## config.mk

```make
export PLATFORM = sky130hd
export DESIGN_NAME = rgb_indicator_blink_sequencer
export DESIGN_NICKNAME = d
export VERILOG_FILES = /design/src/shared/blink_pkg.sv /design/src/verilog/rgb_indicator_blink_sequencer.sv
export VERILOG_INCLUDE_DIRS = /design/src /design/src/shared
export SDC_FILE = /design/constraint.sdc
export NUM_CORES = 1
export LEC_CHECK = 0
export BUFFER_PORTS_ARGS = -buffer_cell sky130_fd_sc_hd__clkbuf_2
export CAP_MARGIN = 20
export CORE_UTILIZATION = 40
export DETAILED_ROUTE_END_ITERATION = 12
export HOLD_SLACK_MARGIN = 0.06
export PLACE_DENSITY = 0.68
export REMOVE_ABC_BUFFERS = 1
export SLEW_MARGIN = 10
export SYNTH_ARGS = -nofsm -noshare
export SYNTH_HDL_FRONTEND = slang
export SYNTH_SLANG_ARGS = --single-unit
```

## constraint.sdc

```tcl
create_clock -name clock -period 5.3 [get_ports clock]
set_input_delay 1.06 -clock clock [delete_from_list [all_inputs] [get_ports clock]]
set_output_delay 1.06 -clock clock [all_outputs]
set_load 0.02 [all_outputs]
```

## src/shared/blink_regs.svh

```systemverilog
// register offsets, field positions, reset values and timing for the blink sequencer
// assumes the includer uses these as plain constants; no logic lives here
`ifndef BLINK_REGS_SVH
`define BLINK_REGS_SVH

// ----------------------------------------
// register offsets
// ----------------------------------------
`define OFS_RED_BLINK_TIMES 8'h01
`define OFS_RED_BLINK_CYCLE 8'h02
`define OFS_GREEN_BLINK_TIMES 8'h03
`define OFS_GREEN_BLINK_CYCLE 8'h04
`define OFS_BLUE_BLINK_TIMES 8'h05
`define OFS_BLUE_BLINK_CYCLE 8'h06
`define OFS_GLOBAL_CONTROL 8'h0b
`define OFS_PATTERN_CONTROL 8'h11

// ----------------------------------------
// field positions
// ----------------------------------------
`define ON_DURATION_MSB 7
`define ON_DURATION_LSB 4
`define OFF_DURATION_MSB 3
`define OFF_DURATION_LSB 0
`define BLINK_ENABLE_BIT 3
`define PERIOD_SELECT_MSB 2
`define PERIOD_SELECT_LSB 0
`define BLINK_START_BIT 3
`define GROUP_SELECT_MSB 1
`define GROUP_SELECT_LSB 0
`define GROUP_SELECT_BLINK 2'h1

// ----------------------------------------
// reset values
// ----------------------------------------
`define REG_RESET 8'h00

// ----------------------------------------
// timing
// ----------------------------------------
`define CLOCK_HZ 250000000
`define SWITCH_RATE_HZ 20000
`define SWITCH_PERIOD_CYCLES (`CLOCK_HZ / `SWITCH_RATE_HZ)
`define SWITCH_HIGH_CYCLES (`SWITCH_PERIOD_CYCLES / 2)
`define STEP_TIME_US 50
`define PERMILLE_FULL 10'd1000

`endif

```

## src/shared/blink_pkg.sv

```systemverilog
// types used by the blink sequencer; its bench does not import them
// assumes constants come from blink_regs.svh
package blink_pkg;
   typedef logic [7:0] reg_byte_t;
   typedef logic [9:0] permille_t;
   typedef logic [6:0] step_div_t;
   typedef enum logic [1:0] {
      chan_red,
      chan_green,
      chan_blue
   } channel_t;
endpackage

```

## src/verilog/rgb_indicator_blink_sequencer.sv

```systemverilog
// blink sequencer for the red, green and blue outputs of the first led group
// assumes the host serial slave hands over decoded writes as one-cycle commit pulses on clock
`include "blink_regs.svh"
`timescale 1ns/1ps
`default_nettype none

module rgb_indicator_blink_sequencer #(
   parameter int SWITCH_PERIOD_CYCLES = `SWITCH_PERIOD_CYCLES, // clocks per 20 khz switching period
   parameter int SWITCH_HIGH_CYCLES = `SWITCH_HIGH_CYCLES      // clocks of drive within one period
) (
   input wire logic clock,                      // 250 mhz core clock
   input wire logic rst,                        // synchronous reset, active high
   input wire logic wr_commit,                  // one-cycle pulse at final acknowledge of a write
   input wire logic [7:0] wr_addr,              // register offset of the write
   input wire logic [7:0] wr_data,              // data byte of the write
   input wire logic [7:0] rd_addr,              // register offset to read
   output logic [7:0] rd_data,                  // read data, registered
   input wire logic red_output_switch,          // red output gate
   input wire logic green_output_switch,        // green output gate
   input wire logic blue_output_switch,         // blue output gate
   output logic [2:0] first_led_group,          // led drive, bit0 red, bit1 green, bit2 blue
   output logic sequencing_active               // start bit set and blink function selected
);

   // ----------------------------------------
   // helper functions
   // ----------------------------------------
   // duration code to per-mille of the cycle period
   function automatic blink_pkg::permille_t code_to_permille(input logic [3:0] code);
      blink_pkg::permille_t pm;
      pm = 10'd0;
      case (code)
         4'h0: pm = 10'd0;
         4'h1: pm = 10'd10;
         4'h2: pm = 10'd25;
         4'h3: pm = 10'd50;
         4'h4: pm = 10'd75;
         4'h5: pm = 10'd100;
         4'h6: pm = 10'd150;
         4'h7: pm = 10'd200;
         4'h8: pm = 10'd300;
         4'h9: pm = 10'd400;
         4'ha: pm = 10'd500;
         4'hb: pm = 10'd600;
         4'hc: pm = 10'd700;
         4'hd: pm = 10'd800;
         4'he: pm = 10'd900;
         default: pm = `PERMILLE_FULL;
      endcase
      return pm;
   endfunction

   // period select to 50 us steps per per-mille (period_ms / 50)
   function automatic blink_pkg::step_div_t period_steps(input logic [2:0] sel);
      blink_pkg::step_div_t st;
      st = 7'd2;
      case (sel)
         3'h0: st = 7'd2;
         3'h1: st = 7'd5;
         3'h2: st = 7'd10;
         3'h3: st = 7'd20;
         3'h4: st = 7'd40;
         3'h5: st = 7'd60;
         3'h6: st = 7'd80;
         default: st = 7'd100;
      endcase
      return st;
   endfunction

   // ----------------------------------------
   // register file
   // ----------------------------------------
   blink_pkg::reg_byte_t times_q [3];
   blink_pkg::reg_byte_t cycle_q [3];
   blink_pkg::reg_byte_t global_q;
   blink_pkg::reg_byte_t pattern_q;
   logic [7:0] rd_data_q;

   wire logic [2:0] wr_times_sel;
   wire logic [2:0] wr_cycle_sel;
   wire logic wr_global;
   wire logic wr_pattern;
   wire logic start_rise;
   wire logic blink_selected;
   wire logic run_all;
   logic [7:0] rd_mux;

   // writes land only on the commit pulse from the serial slave
   assign wr_times_sel[0] = wr_commit && (wr_addr == `OFS_RED_BLINK_TIMES);
   assign wr_times_sel[1] = wr_commit && (wr_addr == `OFS_GREEN_BLINK_TIMES);
   assign wr_times_sel[2] = wr_commit && (wr_addr == `OFS_BLUE_BLINK_TIMES);
   assign wr_cycle_sel[0] = wr_commit && (wr_addr == `OFS_RED_BLINK_CYCLE);
   assign wr_cycle_sel[1] = wr_commit && (wr_addr == `OFS_GREEN_BLINK_CYCLE);
   assign wr_cycle_sel[2] = wr_commit && (wr_addr == `OFS_BLUE_BLINK_CYCLE);
   assign wr_global = wr_commit && (wr_addr == `OFS_GLOBAL_CONTROL);
   assign wr_pattern = wr_commit && (wr_addr == `OFS_PATTERN_CONTROL);

   // a start write while stopped restarts every channel in the same cycle
   assign start_rise = wr_pattern && wr_data[`BLINK_START_BIT] && !pattern_q[`BLINK_START_BIT];
   assign blink_selected = (global_q[`GROUP_SELECT_MSB:`GROUP_SELECT_LSB] == `GROUP_SELECT_BLINK);
   assign run_all = blink_selected && pattern_q[`BLINK_START_BIT];

   // register storage
   always_ff @(posedge clock) begin
      if (rst) begin
         for (int i = 0; i < 3; i++) begin
            times_q[i] <= `REG_RESET;
            cycle_q[i] <= `REG_RESET;
         end
         global_q <= `REG_RESET;
         pattern_q <= `REG_RESET;
      end else begin
         for (int i = 0; i < 3; i++) begin
            if (wr_times_sel[i]) begin
               times_q[i] <= wr_data;
            end
            if (wr_cycle_sel[i]) begin
               cycle_q[i] <= wr_data;
            end
         end
         if (wr_global) begin
            global_q <= wr_data;
         end
         if (wr_pattern) begin
            pattern_q <= wr_data;
         end
      end
   end

   // read selection; unmapped offsets read as zero
   always_comb begin
      rd_mux = 8'h00;
      if (rd_addr == `OFS_RED_BLINK_TIMES) begin
         rd_mux = times_q[0];
      end else if (rd_addr == `OFS_RED_BLINK_CYCLE) begin
         rd_mux = cycle_q[0];
      end else if (rd_addr == `OFS_GREEN_BLINK_TIMES) begin
         rd_mux = times_q[1];
      end else if (rd_addr == `OFS_GREEN_BLINK_CYCLE) begin
         rd_mux = cycle_q[1];
      end else if (rd_addr == `OFS_BLUE_BLINK_TIMES) begin
         rd_mux = times_q[2];
      end else if (rd_addr == `OFS_BLUE_BLINK_CYCLE) begin
         rd_mux = cycle_q[2];
      end else if (rd_addr == `OFS_GLOBAL_CONTROL) begin
         rd_mux = global_q;
      end else if (rd_addr == `OFS_PATTERN_CONTROL) begin
         rd_mux = pattern_q;
      end
   end

   always_ff @(posedge clock) begin
      if (rst) begin
         rd_data_q <= 8'h00;
      end else begin
         rd_data_q <= rd_mux;
      end
   end

   assign rd_data = rd_data_q;

   // ----------------------------------------
   // shared time base
   // ----------------------------------------
   // one counter serves both the 20 khz switching and the 50 us blink step,
   // since both periods are the same length; restarting it on start keeps phases aligned
   logic [15:0] base_q;
   logic [15:0] base_d;
   wire logic base_wrap;
   wire logic switch_high;

   assign base_wrap = (base_q == 16'(SWITCH_PERIOD_CYCLES - 1));
   assign switch_high = (base_q < 16'(SWITCH_HIGH_CYCLES));

   always_comb begin
      base_d = base_q + 16'h0001;
      if (base_wrap || start_rise) begin
         base_d = 16'h0000;
      end
   end

   always_ff @(posedge clock) begin
      if (rst) begin
         base_q <= 16'h0000;
      end else begin
         base_q <= base_d;
      end
   end

   // ----------------------------------------
   // per-channel sequencers
   // ----------------------------------------
   logic [6:0] div_q [3];
   blink_pkg::permille_t pm_q [3];
   wire logic [2:0] chan_run;
   wire logic [2:0] chan_lit;
   wire logic [2:0] chan_gate;
   wire logic [2:0] drive;
   logic [2:0] drive_q;

   assign chan_gate = {blue_output_switch, green_output_switch, red_output_switch};

   for (genvar c = 0; c < 3; c++) begin : g_chan
      wire blink_pkg::permille_t off_pm;
      wire blink_pkg::permille_t on_pm;
      wire logic [10:0] on_end;
      wire logic step_last;
      wire logic pm_last;
      wire logic enabled;

      assign enabled = cycle_q[c][`BLINK_ENABLE_BIT];
      assign off_pm = code_to_permille(times_q[c][`OFF_DURATION_MSB:`OFF_DURATION_LSB]);
      assign on_pm = code_to_permille(times_q[c][`ON_DURATION_MSB:`ON_DURATION_LSB]);
      assign on_end = {1'b0, off_pm} + {1'b0, on_pm};
      assign step_last = (div_q[c] == (period_steps(cycle_q[c][`PERIOD_SELECT_MSB:`PERIOD_SELECT_LSB]) - 7'd1));
      assign pm_last = (pm_q[c] == (`PERMILLE_FULL - 10'd1));
      assign chan_run[c] = run_all && enabled;
      // off first, then on; the phase counter never reaches 1000 so an overlong on time is cut
      // at the period end, and a short pair leaves the tail dark
      assign chan_lit[c] = (pm_q[c] >= off_pm) && ({1'b0, pm_q[c]} < on_end);

      // phase counter wraps every period and repeats while running
      always_ff @(posedge clock) begin
         if (rst || start_rise || !chan_run[c]) begin
            div_q[c] <= 7'd0;
            pm_q[c] <= 10'd0;
         end else if (base_wrap) begin
            if (step_last) begin
               div_q[c] <= 7'd0;
               pm_q[c] <= pm_last ? 10'd0 : pm_q[c] + 10'd1;
            end else begin
               div_q[c] <= div_q[c] + 7'd1;
            end
         end
      end

      // disabled channel is steady, running channel follows its cycle, stopped one is dark
      assign drive[c] = chan_gate[c] && switch_high &&
                        (enabled ? chan_run[c] && chan_lit[c] : 1'b1);
   end

   // output drive register
   always_ff @(posedge clock) begin
      if (rst) begin
         drive_q <= 3'h0;
      end else begin
         drive_q <= drive;
      end
   end

   assign first_led_group = drive_q;
   assign sequencing_active = run_all;

endmodule

`default_nettype wire
```

==> results.md, run 1 <==
* Synth Register Bits at 142
* Mapped cell area at roughly 11000 um2
* Pwr dens at 245 nW/um2
* Crit Path Class: reg2reg
* Initial antenna violation count at 0
* Endpoints failing setup at 0
* Maxcap violations at 0
* Fraction of registers with async set or reset after synthesis at 0
* Placement Rows at 61
* Antenna-violating nets left at 0
* Maximum VDD drop at 0.000249 V
* Chip width at 171 um
* Total power at 3.09 mW
* Reg clk slew, reported paths at 0.07 ns
* Syn Inst Count at 1251
* PortBufs at 41
* Crit share post-route at 0.824
* Setup TNS at 0 ns
* Leading cell types in the layout, fill and taps excluded: nor2_1, ha_1, nand2_1, edfxtp_1, inv_1
* First-pass GRT wire length at 44600 um
* Most common cell after layout, fill and taps aside: nor2_1
* Internal power at 2.13 mW
* Die area at 29400 um2
* Slew margin rel. at 0.274
* Clk pwr share at 0.405
* Layout cells sized above 1 at 0.0862
* Crit. Startpoint: times_q[0][16]
* Global Route Usage Sum at 0.194
* Via density at 5.52
* Logic gate share of total power at 0.189
* NumNets Final at around 1.5k
* DR iter-0 viols at ~550
* Critical Path RT at 5.64 ns
* Layout area overhead at 9.98%
* Crit path DAT at 4.71 ns
* DR pass1 iterations at 5
* CTS Root Cell: clkbuf_16
* Hold_ws at 0.474 ns
* Min-delay worst type: reg2reg
* CTS Sinks at 142
* CP Capture Point: first_led_group[2]
* Post-synth EDFFs at slightly below 100
* Post-layout min period at 4.37 ns
* Worst-margin pin slew at ~1.1 ns
* CTS Buf Count at 17
* Clk buf depth at 2
* Post-detail-place hpwl at about 21000 um
* Reg2reg path depth at 19
* GP Congestion at 0.880
* Antenna cells at 0
* Post-synth top flop: edfxtp_1
* Vias in the first global route at 8499
* Routed WL per cell at between 15 and 20 um
* Post-CTS Resized at 0
* Seq/Total Area, Yosys at 0.334
* H-tree level count at 4
* Largest net degree at the start of global routing at 33
* RSZ-0062 raised after global routing: no
* RR Startpoint: times_q[0][16]
* Worst Path Max Fanout at 10
* CTS tree: yes
* Sequential Power Share at 0.406
* P_sw at 0.958 mW
* DR vias at 9187
* Core footprint at 28000 um2
* Die Y at 171 um
* DRC errors left at 0
* Post-CTS Setup Inserts at 0
* Synth warnings at 0
* I/O pin count at 42
* Slew Viols, Final at 0
* Critical path endpoint category: flop
* Static leakage at between 5 and 6 nW
* CP startpoint kind: flop
* Reg-to-reg endpoint: first_led_group[2]
* F_max at 0.229 GHz
* Final Skew at approximately 0.014 ns
* CTS Hold Bufs at 0
* Worst-Skew Late Latency at 0.44 ns
* Hold depth at 1
* Starting density of the core at 0.410
* Mean post-synth cell area at 9.17 um2
* Status: completed
* Final hold viol count at 0
* Global route total overflow at 0
* Sw Ratio at 0.310
* WL final at 27500 um
* R2r setup slk at between 0.9 and 1 ns
* Distinct cell type count after synthesis at 78
## worst min path at each step
| stage | endpoint | start | slack (ns) |
|---|---|---|---|
| after floorplan | base_q[0] | base_q[0] | 0.43 |
| after CTS | base_q[0] | base_q[0] | 0.48 |
| after detailed placement | base_q[0] | base_q[0] | 0.46 |
| after global routing | base_q[0] | base_q[0] | 0.49 |
| after global placement | base_q[0] | base_q[0] | 0.45 |
| final | base_q[0] | base_q[0] | 0.47 |
## per-stage QoR
| step | std cells | utilization | worst slack [ns] | instance area [um2] |
|---|---|---|---|---|
| 6_report | 1665 | 0.450 | 0.933 | 12600 |
| 5_1_grt | 1665 | 0.450 | 0.461 | 12600 |
| 4_1_cts | 1664 | 0.450 | 1.04 | 12600 |
| 3_5_place_dp | 1632 | 0.428 | 1.10 | 12000 |
| 3_3_place_gp | 1631 | 0.428 | 1.25 | 12000 |
| 2_1_floorplan | 1207 | - | 1.54 | 11300 |
## critical path: stages (launching register included)
cell and delay, ns:
edfxtp_1 0.56, inv_1 0.16, ha_1 0.38, and3b_1 0.22, nor2_1 0.15, inv_1 0.06, ha_1 0.32, a21o_1 0.20
a41oi_1 0.20, a31oi_1 0.11, o21ai_0 0.24, a21oi_1 0.14, o41ai_1 0.33, xor2_1 0.13, ha_1 0.23, nor4_1 0.22
o21ai_0 0.13, a41oi_1 0.20, a211oi_1 0.07, a211oi_1 0.22
## power by group through the flow
stage	Clock (mW)	Sequential [mW]	Combinational, mW
6_report	1.25	1.26	0.584
5_1_grt	1.31	1.26	0.656
4_1_cts	1.27	1.25	0.582
3_5_place_dp	0	1.28	0.575
3_3_place_gp	0	1.28	0.560
2_1_floorplan	0	1.26	0.438
## final cells by class
type / count / area [um2]
fillers: 2668 / 15400
multi-input cells: 989 / 7160
flip-flops and latches: 142 / 3830
well taps: 378 / 473
clock buffers: 17 / 425
inverters: 76 / 285
repair buffers: 48 / 253
clock inverters: 15 / 185
## kinds of logic after synthesis
kind of cell               synth area share
adders and majority gates             0.163
muxes                                0.0385
and+or+nand+nor                       0.191
xor gates and xnor gates             0.0808
AOI/OAI and AO/OA                     0.150
buffers and inverters                0.0422
DFF                                   0.334
## registers in the layout (all words and copies together) (netlist names)
name,cells
first_led_group,3
global_q,8
times_q,24
pm_q,30
pattern_q,8
rd_data,8
div_q,21
cycle_q,24
base_q,16
## cells in the mapped netlist (all sizes together) (7+ instances only)
master | n | area [um2]
nand3 | 38 | 190
a221oi | 9 | 91.3
a31oi | 8 | 50.1
o22ai | 9 | 56.3
nand2b | 25 | 156
xor2 | 50 | 438
ha | 144 | 1800
or2 | 8 | 50.1
mux2i | 34 | 340
a22oi | 9 | 67.6
edfxtp | 99 | 2970
or3 | 7 | 48.8
dfxtp | 43 | 861
o21a | 13 | 97.6
nor4 | 12 | 96.3
inv | 76 | 285
o21ai | 63 | 315
o31ai | 8 | 60.1
a21o | 28 | 210
a21oi | 45 | 225
nand2 | 99 | 372
xnor2 | 55 | 489
buf | 17 | 97.6
o211ai | 17 | 128
a211oi | 14 | 105
nor2 | 145 | 544
nand3b | 7 | 52.6
clkbuf | 27 | 101
nand4 | 11 | 68.8
and2 | 23 | 144
nor3 | 20 | 100
and3 | 10 | 62.6
nor2b | 13 | 81.3
## metal layers
metal | routed length [um] | GRT usage
met1 | 12700 | 0.267
met2 | 12800 | 0.312
met3 | 1380 | 0.0290
met4 | 590 | 0.0613
met5 | 0 | 0
No activity file was read; power rests on OpenSTA's default activity.
==> run 2, diff against run 1 <==
ABC_AREA = 1   (was unset)
PLACE_DENSITY = 0.7   (was 0.68)
clock period = 3.75 ns   (was 5.3 ns; I/O delays follow)
==> run 2 against run 1 <==
Against the previous run:
- sequential share of layout area fell by 0.73 points
- die area grew 0.37%
- final area is 2.5% higher
==> results.md, run 2 <==
* F_max at 0.288 GHz (was 0.229 GHz)
* Crit share post-route at 0.925 (was 0.824)
* Final hold viol count at 0 (unchanged)
* Layout area overhead at 12.3% (was 9.98%)
* Die Y at 172 um (was 171 um)
* WL final at 28700 um (was 27500 um)
* RSZ-0062 raised after global routing: yes (was no)
* Pwr dens at 336 nW/um2 (was 245 nW/um2)
* Critical Path RT at 4.11 ns (was 5.64 ns)
* Slew Viols, Final at 0 (unchanged)
* Core footprint at 28100 um2 (was 28000 um2)
* Mean post-synth cell area at 7.79 um2 (was 9.17 um2)
* Vias in the first global route at 9335 (was 8499)
* Compound-Gate Fraction of Synth Area at 0.116 (was 0.150)
* Synth Register Bits at 142 (unchanged)
* Slowest Stage Delay on Critical Path at 0.43 ns (was 0.56 ns)
* CP startpoint kind: flop (unchanged)
* CTS Sinks at 142 (unchanged)
* RR Startpoint: times_q[0][17] (was times_q[0][16])
* Synth top area share at 0.258 (was 0.259)
* Clk buf depth at 2 (unchanged)
* Endpoints failing setup at 0 (unchanged)
* Die area at 29500 um2 (was 29400 um2)
* Chip width at 172 um (was 171 um)
* DRC errors left at 0 (unchanged)
* Syn Inst Count at 1478 (was 1251)
* Worst-margin pin slew at 1.05 ns (was 1.08 ns)
* Antenna-violating nets left at 0 (unchanged)
* Post-Synth Simple-Gate Area at 0.247 (was 0.191)
* H-tree level count at 4 (unchanged)
* Global route total overflow at 0 (unchanged)
* Synth warnings at 0 (unchanged)
* Crit path DAT at 3.83 ns (was 4.71 ns)
* CP Capture Point: first_led_group[2] (unchanged)
* Worst-Skew Late Latency at 0.44 ns (about the same)
* Fraction of registers with async set or reset after synthesis at 0 (unchanged)
* Largest family of logic cells by synthesized area: simple AND/OR/NAND/NOR gates (unchanged)
* Reg2reg path depth at 22 (was 19)
* Slew margin rel. at 0.295 (was 0.274)
* Routed WL per cell at 14.8 um (was 16.5 um)
* CTS tree: yes (unchanged)
* Fraction of synthesized area in multiplexers at 0.000869 (was 0.0385)
* Crit path cell chain: inv_2 > ha_1 > nor2_1 > a21oi_1 > o21ai_0 > inv_1 > ha_1 > nand2_1 > nor2_1 > a211oi_1 > nand2_1 > xor2_1 > ha_1 > nand2_1 > inv_1 > nand2_1 > nand2_1 > nand2_1 > nand2_1 > nand3_1 > nand3_1 > a21oi_1 (was inv_1 > ha_1 > and3b_1 > nor2_1 > inv_1 > ha_1 > a21o_1 > a41oi_1 > a31oi_1 > o21ai_0 > a21oi_1 > o41ai_1 > xor2_1 > ha_1 > nor4_1 > o21ai_0 > a41oi_1 > a211oi_1 > a211oi_1)
* R2r setup slk at 0.28 ns (was 0.93 ns)
* PortBufs at 41 (unchanged)
* Maximum VDD drop at 0.000275 V (was 0.000249 V)
* NumNets Final at 1726 (was 1451)
* CTS Buf Count at 17 (unchanged)
* Post-layout min period at 3.47 ns (was 4.37 ns)
* Largest register by flop count: pm_q (unchanged)
* Initial antenna violation count at 0 (unchanged)
* Min-delay worst type: reg2reg (unchanged)
* Ranking of synthesized cells by area: edfxtp_1, ha_1, nand2_1 (was edfxtp_1, ha_1, dfxtp_1)
* Seq/Total Area, Yosys at 0.333 (was 0.334)
* Leading cell types in the layout, fill and taps excluded: nand2_1, nor2_1, inv_1 (was nor2_1, ha_1, nand2_1, edfxtp_1, inv_1)
* Critical path endpoint category: flop (unchanged)
* Distinct cell type count after synthesis at 57 (was 78)
* CTS Hold Bufs at 0 (unchanged)
* Largest net degree at the start of global routing at 29 (was 33)
* GP Congestion at 0.874 (was 0.880)
* Top delay family on crit path: adder cells (was compound AO/OA/AOI/OAI gates)
* Mapped cell area at 11500 um2 (about the same)
* DR vias at 10.0k (was 9187)
* DR iter-0 viols at 685 (was 554)
* WP depth at 22 (was 19)
* Post-synth EDFFs at 99 (unchanged)
* Placement Rows at 61 (unchanged)
* WP buf/inv at 3 (was 2)
* Crit. Startpoint: times_q[0][17] (was times_q[0][16])
* Fill cells at 2834 (was 2668)
* Crit Path Class: reg2reg (unchanged)
* Most frequent cell after synthesis: nand2_1 (was nor2_1)
* DR pass1 iterations at 5 (unchanged)
* Maxcap violations at 0 (unchanged)
* Worst Path Max Fanout at 7 (was 10)
* Setup TNS at 0 ns (unchanged)
* Reg clk slew, reported paths at 0.07 ns (about the same)
* Global Route Usage Sum at 0.200 (was 0.194)
* Area leader, netlist: edfxtp_1 (unchanged)
* Worst path slowest cell: edfxtp_1 (unchanged)
* Most common cell after layout, fill and taps aside: nand2_1 (was nor2_1)
* Area share of xor/xnor cells in the synthesized design at 0.0684 (was 0.0808)
* Starting density of the core at 0.410 (about the same)
* Final Skew at 0.0114 ns (was 0.0137 ns)
* First-pass GRT wire length at 46200 um (was 44600 um)
* Most used cell, CP: nand2_1 (was ha_1)
* Fin util at 0.460 (was 0.450)
* Top Registers: pm_q x30, cycle_q x24, times_q x24 (unchanged)
* I/O pin count at 42 (unchanged)
* Post-synth top flop: edfxtp_1 (unchanged)
* Status: completed (unchanged)
* Synth Area in Adders at 0.162 (was 0.163)
* Static leakage at 5.95 nW (was 5.33 nW)
* Antenna cells at 0 (unchanged)
* Post-synth top cells: nand2_1, nor2_1, inv_1 (was nor2_1, ha_1, edfxtp_1, nand2_1, inv_1)
* Max reg flops at 30 (unchanged)
* Layout cells sized above 1 at 0.0992 (was 0.0862)
* Via density at 5.16 (was 5.52)
* Reg-to-reg endpoint: first_led_group[2] (unchanged)
* Post-detail-place hpwl at 22300 um (was 21200 um)
* CTS Root Cell: clkbuf_16 (unchanged)
## run 2: cell count changes in the layout (fill, tap and decap cells not counted), moves of 22 or more
cell	previous run	this run
a21o_1	28	6
a21oi_1	45	88
and2_1	22	0
buf_4	5	31
inv_1	76	178
mux2i_1	34	1
nand2_1	99	290
nand2b_1	25	0
nand3_1	38	81
nor2_1	145	196
## run 2: tightest hold or removal path, delay by kind of cell (launching register included)
family	cells	cell delay (ns)
flip-flops	1	0.30
buffers and inverters	1	0.07
AO/OA/AOI/OAI	1	0.06
## run 2: worst min-delay path by stage
stage          cells after the start        start  slack [ns]           to
4_1_cts                            2  global_q[7]        0.46  global_q[7]
2_1_floorplan                      2  global_q[4]        0.43  global_q[4]
5_1_grt                            2  global_q[7]        0.49  global_q[7]
3_3_place_gp                       2  global_q[7]        0.45  global_q[7]
6_report                           2  global_q[7]        0.47  global_q[7]
3_5_place_dp                       2  global_q[7]        0.45  global_q[7]
## run 2: cells by family (layout without fill, tap and decap cells)
group / count (synthesis) / in the layout
and+or+nand+nor: 657 / 657
AOI/OAI and AO/OA: 224 / 224
buffers and inverters: 217 / 301
adders and majority gates: 147 / 147
DFF: 142 / 142
xor gates and xnor gates: 90 / 90
muxes: 1 / 1
## run 2: routing by layer
metal | wire [um] | GRT usage | part of all wire | up-vias
li1 | - | - | - | 5080
met1 | 13100 | 0.264 | 0.46 | 4627
met2 | 13500 | 0.330 | 0.47 | 241
met3 | 1290 | 0.0343 | 0.045 | 55
met4 | 759 | 0.0648 | 0.026 | 0
met5 | 0 | 0 | 0 | -
## run 2: cell type report
class,instances,area [um2],share of cell area
Tap cell,378,473,0.0366
Sequential cell,142,3830,0.297
Multi-Input combinational cell,1119,6850,0.529
Timing Repair Buffer,72,438,0.0339
Clock buffer,17,425,0.0329
Inverter,197,743,0.0575
Clock inverter,15,170,0.0132
## run 2: report_power, final
| part | internal [mW] | switching [mW] | leakage, nW |
|---|---|---|---|
| clock network | 0.897 | 0.816 | 0.290 |
| registers | 1.70 | 0.0353 | 1.43 |
| logic | 0.344 | 0.554 | 4.23 |
| total | 2.94 | 1.41 | 5.95 |
## run 2: what timing repair did
| item | 4_1_cts | 5_1_grt |
|---|---|---|
| hold endpoints to repair | 0 | 0 |
| endpoints found under the setup margin | 0 | 3 |
| gates resized for setup | 0 | 12 |
| buffers inserted | 0 | 7 |
## run 2: stage by stage
stage | setup slack, ns | std cells | power, mW | instance area, um2 | hold WS, ns
after floorplan | 0.284 | 1458 | 2.41 | 11400 | 0.431
final | 0.281 | 1940 | 4.34 | 12900 | 0.471
after global placement | 0.313 | 1901 | 2.62 | 12300 | 0.449
after CTS | 0.160 | 1933 | 4.34 | 12900 | 0.463
after detailed placement | 0.203 | 1901 | 2.64 | 12300 | 0.453
after global routing | -0.0397 | 1940 | 4.55 | 12900 | 0.494
